--- config.mk ---
export PLATFORM = sky130hd
export DESIGN_NAME = lvd_ctrl
export DESIGN_NICKNAME = d
export VERILOG_FILES = /design/src/core/lvd_pkg.sv /design/src/core/lvd_ctrl.sv /design/src/core/lvd_sync.sv
export VERILOG_INCLUDE_DIRS = /design/src /design/src/core
export SDC_FILE = /design/constraint.sdc
export NUM_CORES = 1
export LEC_CHECK = 0
export BUFFER_PORTS_ARGS = -buffer_cell sky130_fd_sc_hd__buf_2
export CAP_MARGIN = 20
export CORE_UTILIZATION = 25
export CTS_CLUSTER_SIZE = 40
export DETAILED_ROUTE_END_ITERATION = 12
export SLEW_MARGIN = 10
export SYNTH_ARGS = -nofsm -noshare
export SYNTH_HDL_FRONTEND = slang
export SYNTH_HIERARCHICAL = 1
export SYNTH_SLANG_ARGS = --single-unit
--- constraint.sdc ---
create_clock -name pclk -period 1.7 [get_ports pclk]
set_input_delay 0.17 -clock pclk [delete_from_list [all_inputs] [get_ports pclk]]
set_output_delay 0.17 -clock pclk [all_outputs]
set_load 0.02 [all_outputs]
--- src/core/lvd_defines.svh ---
// Purpose: constants for the low-voltage detector control block
// Assumes: APB word offsets, 32-bit data, pclk at 50 MHz
// Notes: holds definitions only
`ifndef LVD_DEFINES_SVH
`define LVD_DEFINES_SVH

`define LVD_ADDR_W 8
`define LVD_OFS_CTRL 8'h00
`define LVD_OFS_LEVEL 8'h04
`define LVD_OFS_CAUSE 8'h08
`define LVD_OFS_STAT 8'h0c
`define LVD_OFS_MASK 8'h10

`define LVD_BIT_ON 7
`define LVD_BIT_SRC 2
`define LVD_BIT_MODE 1
`define LVD_BIT_FLAG 0
`define LVD_BIT_CAUSE 0
`define LVD_EV_FALL 0
`define LVD_EV_RISE 1
`define LVD_EV_W 2
`define LVD_LEVEL_W 4
`define LVD_LEVELS 16

`define LVD_LEVEL_RST 4'h0
`define LVD_EV_RST 2'h0

`endif

--- src/core/lvd_pkg.sv ---
// Purpose: shared types of the low-voltage detector control block
// Assumes: lvd_defines.svh included first
// Notes: no constants here, those are macros
`include "lvd_defines.svh"
package lvd_pkg;
  // control bits that survive a detector-caused reset
  typedef struct packed {
    logic on;
    logic src;
    logic mode;
  } lvd_ctrl_s;

  // request towards the analog comparator
  typedef struct packed {
    logic enable;
    logic src;
    logic [`LVD_LEVEL_W-1:0] level;
  } lvd_ana_s;
endpackage : lvd_pkg

--- src/core/lvd_ctrl.sv ---
// Purpose: digital control of a low-voltage detector with APB registers
// Assumes: comparator output is asynchronous; sys_rst_req is a same-clock reset from other sources
// Notes: presetn is power-on reset and clears everything; detector reset keeps control bits
`timescale 1ns/1ps
`include "lvd_defines.svh"
module lvd_ctrl #(
  parameter int LEVEL_W = `LVD_LEVEL_W,
  parameter int LEVELS = `LVD_LEVELS
) (
  // clock and reset
  input wire logic pclk,
  input wire logic presetn,
  // apb slave
  input wire logic psel,
  input wire logic penable,
  input wire logic pwrite,
  input wire logic [`LVD_ADDR_W-1:0] paddr,
  input wire logic [31:0] pwdata,
  output logic [31:0] prdata,
  output logic pready,
  output logic pslverr,
  // system reset from other sources
  input wire logic sys_rst_req,
  // analog comparator
  input wire logic cmp_below,
  output lvd_pkg::lvd_ana_s ana_req,
  // reset and interrupts
  output logic detector_reset,
  output logic low_voltage_irq,
  output logic irq
);
  // the register map has room for one four-bit level code only
  if (LEVEL_W != `LVD_LEVEL_W || LEVELS != (1 << LEVEL_W)) begin : g_bad_params
    $error("lvd_ctrl: LEVELS must be 2**LEVEL_W and LEVEL_W must match the register");
  end : g_bad_params

  logic below_s;
  lvd_pkg::lvd_ctrl_s ctrl_r;
  lvd_pkg::lvd_ctrl_s ctrl_nxt;
  logic [LEVEL_W-1:0] level_r;
  logic [LEVEL_W-1:0] level_nxt;
  logic cause_r;
  logic cause_nxt;
  logic [`LVD_EV_W-1:0] stat_r;
  logic [`LVD_EV_W-1:0] stat_nxt;
  logic [`LVD_EV_W-1:0] mask_r;
  logic [`LVD_EV_W-1:0] mask_nxt;
  logic flag_prev_r;
  logic flag_prev_nxt;
  logic [31:0] rdata_r;
  logic [31:0] rdata_nxt;
  logic below_flag;
  logic wr_en;
  logic rd_setup;
  logic mapped;
  logic [`LVD_EV_W-1:0] ev_set;

  // comparator result crosses into pclk before any use
  lvd_sync u_sync (
    .pclk(pclk),
    .presetn(presetn),
    .async_in(cmp_below),
    .sync_out(below_s)
  );

  assign mapped = (paddr == `LVD_OFS_CTRL) || (paddr == `LVD_OFS_LEVEL) || (paddr == `LVD_OFS_CAUSE) ||
                  (paddr == `LVD_OFS_STAT) || (paddr == `LVD_OFS_MASK);
  // read data is captured in the setup cycle so the access phase never waits
  assign pready = 1'b1;
  assign pslverr = psel && penable && !mapped;
  assign wr_en = psel && penable && pwrite && mapped;
  assign rd_setup = psel && !penable && !pwrite;

  assign below_flag = ctrl_r.on && below_s;
  assign detector_reset = ctrl_r.on && ctrl_r.mode && below_s;
  assign low_voltage_irq = below_flag && ctrl_r.on && !ctrl_r.mode;
  assign irq = |(stat_r & mask_r);

  // both crossings are events in interrupt mode
  always_comb begin
    ev_set = '0;
    if (ctrl_r.on && !ctrl_r.mode) begin
      ev_set[`LVD_EV_FALL] = below_flag && !flag_prev_r;
      ev_set[`LVD_EV_RISE] = !below_flag && flag_prev_r;
    end
  end

  always_comb begin
    ctrl_nxt = ctrl_r;
    level_nxt = level_r;
    cause_nxt = cause_r;
    stat_nxt = stat_r;
    mask_nxt = mask_r;
    flag_prev_nxt = below_flag;
    rdata_nxt = rdata_r;
    if (wr_en) begin
      case (paddr)
        `LVD_OFS_CTRL: begin
          ctrl_nxt.on = pwdata[`LVD_BIT_ON];
          ctrl_nxt.src = pwdata[`LVD_BIT_SRC];
          ctrl_nxt.mode = pwdata[`LVD_BIT_MODE];
        end
        // a change while running is a software fault; the code is still taken
        `LVD_OFS_LEVEL: level_nxt = pwdata[LEVEL_W-1:0];
        `LVD_OFS_CAUSE: cause_nxt = cause_r & ~pwdata[`LVD_BIT_CAUSE];
        `LVD_OFS_STAT: stat_nxt = stat_r & ~pwdata[`LVD_EV_W-1:0];
        `LVD_OFS_MASK: mask_nxt = pwdata[`LVD_EV_W-1:0];
        default: ;
      endcase
    end
    // hardware sets win over a same-cycle software clear
    stat_nxt = stat_nxt | ev_set;
    if (detector_reset) begin
      cause_nxt = 1'b1;
      // the detector reset clears the level select but not the control bits
      level_nxt = `LVD_LEVEL_RST;
    end
    if (sys_rst_req) begin
      ctrl_nxt = '0;
      level_nxt = `LVD_LEVEL_RST;
      stat_nxt = `LVD_EV_RST;
      mask_nxt = `LVD_EV_RST;
    end
    if (rd_setup) begin
      rdata_nxt = '0;
      case (paddr)
        `LVD_OFS_CTRL: begin
          rdata_nxt[`LVD_BIT_ON] = ctrl_r.on;
          rdata_nxt[`LVD_BIT_SRC] = ctrl_r.src;
          rdata_nxt[`LVD_BIT_MODE] = ctrl_r.mode;
          rdata_nxt[`LVD_BIT_FLAG] = below_flag;
        end
        `LVD_OFS_LEVEL: rdata_nxt[LEVEL_W-1:0] = level_r;
        `LVD_OFS_CAUSE: rdata_nxt[`LVD_BIT_CAUSE] = cause_r;
        `LVD_OFS_STAT: rdata_nxt[`LVD_EV_W-1:0] = stat_r;
        `LVD_OFS_MASK: rdata_nxt[`LVD_EV_W-1:0] = mask_r;
        default: rdata_nxt = '0;
      endcase
    end
  end

  always_ff @(posedge pclk or negedge presetn) begin
    if (!presetn) begin
      ctrl_r <= '0;
      level_r <= `LVD_LEVEL_RST;
      cause_r <= 1'b0;
      stat_r <= `LVD_EV_RST;
      mask_r <= `LVD_EV_RST;
      flag_prev_r <= 1'b0;
      rdata_r <= '0;
    end else begin
      ctrl_r <= ctrl_nxt;
      level_r <= level_nxt;
      cause_r <= cause_nxt;
      stat_r <= stat_nxt;
      mask_r <= mask_nxt;
      flag_prev_r <= flag_prev_nxt;
      rdata_r <= rdata_nxt;
    end
  end

  assign prdata = rdata_r;
  // one driver for the whole struct keeps the port a single variable
  assign ana_req = '{enable: ctrl_r.on, src: ctrl_r.src, level: level_r};

  // each event bit is sticky until software writes a one to it or sys_rst_req clears it
  for (genvar e = 0; e < `LVD_EV_W; e++) begin : g_ev_chk

  end : g_ev_chk
endmodule : lvd_ctrl

--- src/core/lvd_sync.sv ---
// Purpose: three-stage synchroniser with agreement filter for an async level
// Assumes: single clock pclk, async active-low reset
// Notes: output moves only when stages two and three agree
`timescale 1ns/1ps
module lvd_sync (
  // clock and reset
  input wire logic pclk,
  input wire logic presetn,
  // level
  input wire logic async_in,
  output logic sync_out
);
  logic s1_r;
  logic s2_r;
  logic s3_r;
  logic out_r;
  logic out_nxt;

  always_comb begin
    out_nxt = (s2_r == s3_r) ? s3_r : out_r;
  end

  always_ff @(posedge pclk or negedge presetn) begin
    if (!presetn) begin
      s1_r <= 1'b0;
      s2_r <= 1'b0;
      s3_r <= 1'b0;
      out_r <= 1'b0;
    end else begin
      s1_r <= async_in;
      s2_r <= s1_r;
      s3_r <= s2_r;
      out_r <= out_nxt;
    end
  end

  assign sync_out = out_r;
endmodule : lvd_sync

== After elaboration in Yosys (flattened, before gate mapping) ==
Cells that the tools add are included.

* Flip-flop bits (word level): 22
* Logic and storage cells: 83

* Equal/unequal tests: 5
* Muxes and demuxes: 22
* Bitwise logic cells: 6
* Reduce and logical (&&, ||, !) cells: 37

{| class="wikitable"
|+ Operators by type and width
! kind !! number
|-
| $eq 8x4->1 const B || 2
|-
| $mux 4 || 4
|-
| $logic_and 1x1->1 || 14
|-
| $mux 2 || 7
|-
| $reduce_bool 2->1 || 5
|-
| $mux 3 || 3
|-
| $eq 8x3->1 const B || 1
|-
| $eq 8x5->1 const B || 1
|-
| $logic_not 8->1 || 1
|-
| $reduce_and 2->1 || 4
|-
| $logic_not 1->1 || 6
|-
| $reduce_bool 3->1 || 2
|-
| $mux 1 || 5
|-
| $pmux 1 s5 || 1
|-
| $and 2x2->2 || 2
|-
| $logic_or 1x1->1 || 4
|-
| $pmux 1 s4 || 1
|-
| $not 2->2 || 1
|-
| $or 2x2->2 || 1
|-
| $pmux 1 s2 || 1
|-
| $reduce_or 2->1 || 1
|-
| $and 1x1->1 || 1
|-
| $eq 1x1->1 || 1
|-
| $not 1->1 || 1
|}

== Longest topological paths before layout ==
* Depth after elaboration: 9
* Mapped depth: 5

== Hierarchy ==
Netlist, hierarchy kept.

{| class="wikitable"
|+ Modules (own cells, without submodules)
! module !! times used !! cells each !! area each (µm²) !! sequential area each (µm²)
|-
| lvd_ctrl || 1 || 132 || 1222.4 || 450.4
|-
| lvd_sync || 1 || 5 || 111.4 || 100.1
|}

== Worst setup path after synthesis ==
OpenSTA, ideal clock, no wires.

* Path type: input -> register
* Start point: in paddr[4]
* End point: reg level_r[0]
* Setup time: 0.120 ns
* Arrival time: 1.312 ns
* Slack: 0.268 ns
* Cell stages on the path: 5
* Path through: buf_6 > or4b_4 > nor4_4 > mux2i_1 > nor2_1

* Word-level cells in the longest chain between the ends: 8
* Elaborated cells on any way between the ends: 13

{| class="wikitable"
|+ Ends and longest elaborated chain
! element !! line !! text
|-
| start, declared || lvd_ctrl.sv:17 || <nowiki>input wire logic [`LVD_ADDR_W-1:0] paddr,</nowiki>
|-
| $eq 8x3->1 or $logic_not 8->1 (tied branches) || -- ||
|-
| $logic_or 1x1->1 (4 in a row) || lvd_ctrl.sv:66 || <nowiki>assign mapped = (paddr == `LVD_OFS_CTRL) || (paddr == `LVD_OFS_LEVEL) || (paddr == `LVD_OFS_CAUSE) ||</nowiki>
|-
| $logic_and 1x1->1 || lvd_ctrl.sv:71 || <nowiki>assign wr_en = psel && penable && pwrite && mapped;</nowiki>
|-
| $reduce_bool 3->1 (no source line) || -- ||
|-
| $reduce_and 2->1 (no source line) * || -- ||
|-
| end signal, assigned || lvd_ctrl.sv:145 || <nowiki>level_r <= `LVD_LEVEL_RST;</nowiki>
|-
| end signal, assigned || lvd_ctrl.sv:153 || <nowiki>level_r <= level_nxt;</nowiki>
|-
| end, declared || lvd_ctrl.sv:40 || <nowiki>logic [LEVEL_W-1:0] level_r;</nowiki>
|}

Mark *: on every way between the ends. The rest lies on a longest branch, timed or not.
A chain may end at the register's enable or synchronous reset.

== Final worst setup path ==
* Start point: in paddr[2]
* End point: out pslverr

* Word-level cells in the longest chain between the ends: 7
* Elaborated cells on any way between the ends: 11

{| class="wikitable"
|+ Ends and longest elaborated chain
! element !! line !! text
|-
| $eq 8x3->1 or $logic_not 8->1 (tied branches) || -- ||
|-
| $logic_or 1x1->1 (3 in a row) || lvd_ctrl.sv:66 ||
|-
| $logic_or 1x1->1 * || lvd_ctrl.sv:66 ||
|-
| $logic_not 1->1 * || lvd_ctrl.sv:70 || <nowiki>assign pslverr = psel && penable && !mapped;</nowiki>
|-
| $logic_and 1x1->1 * || lvd_ctrl.sv:70 ||
|-
| end, declared || lvd_ctrl.sv:21 || <nowiki>output logic pslverr,</nowiki>
|}

Marked as above.

==> summary.txt <==
Sequential Power Share: 45.2%
min cycle time layout: 1.50 ns
num rows: 26
htree depth: 1
fillers: 589
drt first pass iters: 4
worst slew pin tran: 0.503 ns
Slew Limit Fails: 0
dominant cell type by area after synthesis: dfrtp_1
P_leak: 0.791 nW
fmax: 0.667 GHz
max_cap viols: 0
root buffer cell: clkbuf_8
GR Overflow Total: 0
clock tree buffer depth: 2
initial antenna violation count: 0
Initial Util: 26.1%
synth top area cells: dfrtp_1 41%, buf_4 17%, mux2i_1 7.5%
WP data arrival: 1.33 ns
crit path launch type: primary input
post-CTS setup buffer count: 0
CP peak stage delay: 0.31 ns
Setup crit end kind: output pin
DRC: 0
final worst slack: 0.201 ns
vias in the first global route: 998
Post-Route Utilization: 30.5%
most frequent cells in the layout: 34 x buf_2, 28 x conb_1, 22 x dfrtp_1
status: finished, final reports clean
Setup Crit Path Kind: in2out
most frequent CP cell: buf_2
Worst EP required: 1.53 ns
FF+latch count, synth: 22
GRT Overall Usage: 11.3%
Syn. warnings: 6
Vias/cell: 4.16
Async SR Flop Fraction: 100%
Clk pwr share: 42.1%
Logic pwr share: 12.7%
first-pass GRT wire length: 4720 microns
Yosys top cell area share: 41.3%
Critical Path, Cell by Cell: buf_2, buf_4, nor4b_1, o21ai_0, and4_1, buf_2
fin nets: 221
total CTS buffers: 3
Core Area: 0.00511 sq mm
Syn Area/Cell: 9.74 sq um
routed len/inst: 11.8 microns
ant diodes: 0
Finished Cell Area: 0.00156 sq mm
Place WS: 0.140 ns
Fin Setup TNS: 0 ns
unrepaired setup endpoints after global routing: false
Cell variety after synth: 41
largest net degree at the start of global routing: 23
Post-Syn Area: 0.00133 sq mm
Sw Pwr: 0.300 mW
TritonCTS clock tree: yes
Post-Synthesis Cells: 137
post-placement cell area: 0.00147 sq mm
clk_lat worst skew: 0.27 ns
CP max stage cell: nor4b_1
CTS sink cnt: 22
IO Count: 90
switching part of the total power: 25.4%
number of flops mapped to enable cells by yosys: 0
Clock transition at path regs: 0.08 ns
Routed Antenna Nets: 0
die span in y: 75.0 microns
VDD IR-drop max: 0.367 mV
Iteration-0 DRC Markers: 47
Pwr Density: 760 mW/mm^2
Int Pwr: 0.884 mW
final worst path period share: 88.2%
CP Max Fanout: 7
Final Skew: 0.00242 ns
hold crit path type: in2reg
post-DP HPWL: 2290 microns
Setup Viol. Count Final: 0
post-synthesis sequential area ratio: 41.3%
total wire length: 2860 microns
max_slew headroom: 66.5%
share of layout cells above drive strength 1: 27.7%
most common cell after layout, fill and taps aside: buf_2
final hold violation count: 0
Final Wtd Congestion: 0.774
top_reg_cell synth: dfrtp_1
area growth from synthesis to layout: 16.8%
DIE AREA: 0.00563 sq mm
chip width: 75.0 microns
Vias: 1,012
number of buffers added on ports: 34
## logic make-up after synthesis
| group | count (synthesis) | share of synthesized area [%] |
|---|---|---|
| simple gates | 43 | 19.1 |
| mux | 10 | 7.50 |
| buf+inv | 39 | 20.6 |
| flops | 22 | 41.3 |
| compound gates | 20 | 10.0 |
| other cells | 2 | 0.563 |
| fa+ha+maj | 1 | 0.844 |
## power by group through the flow
| stage | Clock [mW] | Combinational, mW | Sequential (mW) |
|---|---|---|---|
| 2_1_floorplan | 0 | 0.147 | 0.545 |
| 3_3_place_gp | 0 | 0.146 | 0.545 |
| 3_5_place_dp | 0 | 0.148 | 0.546 |
| 4_1_cts | 0.509 | 0.151 | 0.535 |
| 5_1_grt | 0.533 | 0.169 | 0.536 |
| 6_report | 0.499 | 0.151 | 0.535 |
## what timing repair did
| action | CTS | global route |
|---|---|---|
| resized for setup | 0 | 0 |
| endpoints found under the hold margin | 23 | 0 |
| hold buffers | 2 | 0 |
## cell type report
type	instances	area, sq um	share of cell area (%)
timing repair buffer	41	228	14.6
clock buffer	3	41.3	2.65
inverter	4	15.0	0.964
sequential	22	551	35.3
tap	70	87.6	5.62
multi-input combinational	102	606	38.9
clock inverter	1	30.0	1.93
## critical path: cells and delay by family
family	cells	cell delay, ns
AND/OR/NAND/NOR	2	0.52
buffers and inverters	3	0.45
AO/OA/AOI/OAI	1	0.18
## synth_stat cells (2+ instances only)
master	n
o31ai_1	2
nand4_1	2
nand3_1	5
nor2_1	10
mux2i_1	10
o21ai_1	2
buf_6	2
o21ai_0	4
a21oi_1	3
buf_4	30
nor3_1	3
conb_1	2
inv_1	4
dfrtp_1	22
nand2_1	9
or3_1	2
## worst paths after layout
path | from | endpoint | slack (ns) | cells after the start
setup / recovery | paddr[2] | pslverr | 0.20 | 6
setup reg to reg | stat_r[0] | prdata[0] | 0.30 | 4
hold / removal | pwdata[7] | ana_req[5] | 0.13 | 3
hold reg to reg | u_sync/s1_r | u_sync/s2_r | 0.36 | 0
max in group asynchronous | presetn | prdata[0] | 0.96 | 2
min in group asynchronous | presetn | prdata[2] | 0.40 | 2
## flip-flops by register name (all words and copies together), names as in the netlist, 2 cells and up
register / count
prdata: 5
level_r: 4
ana_req: 2
mask_r: 2
stat_r: 2
## metal layers
layer / vias to the layer above / track usage [%] / share of wire [%]
li1: 494 / - / -
met1: 477 / 14.7 / 46
met2: 36 / 17.6 / 46
met3: 5 / 2.14 / 5.7
met4: 0 / 6.29 / 2.3
met5: - / 0 / 0
## per-stage QoR
stage          power (mW)  hold slack, ns  cells
6_report             1.18           0.134    243
5_1_grt              1.24           0.167    243
4_1_cts              1.20           0.131    243
3_5_place_dp        0.693           0.178    237
3_3_place_gp        0.691           0.166    237
2_1_floorplan       0.692          -0.126    163
(Power assumes the default switching activity.)
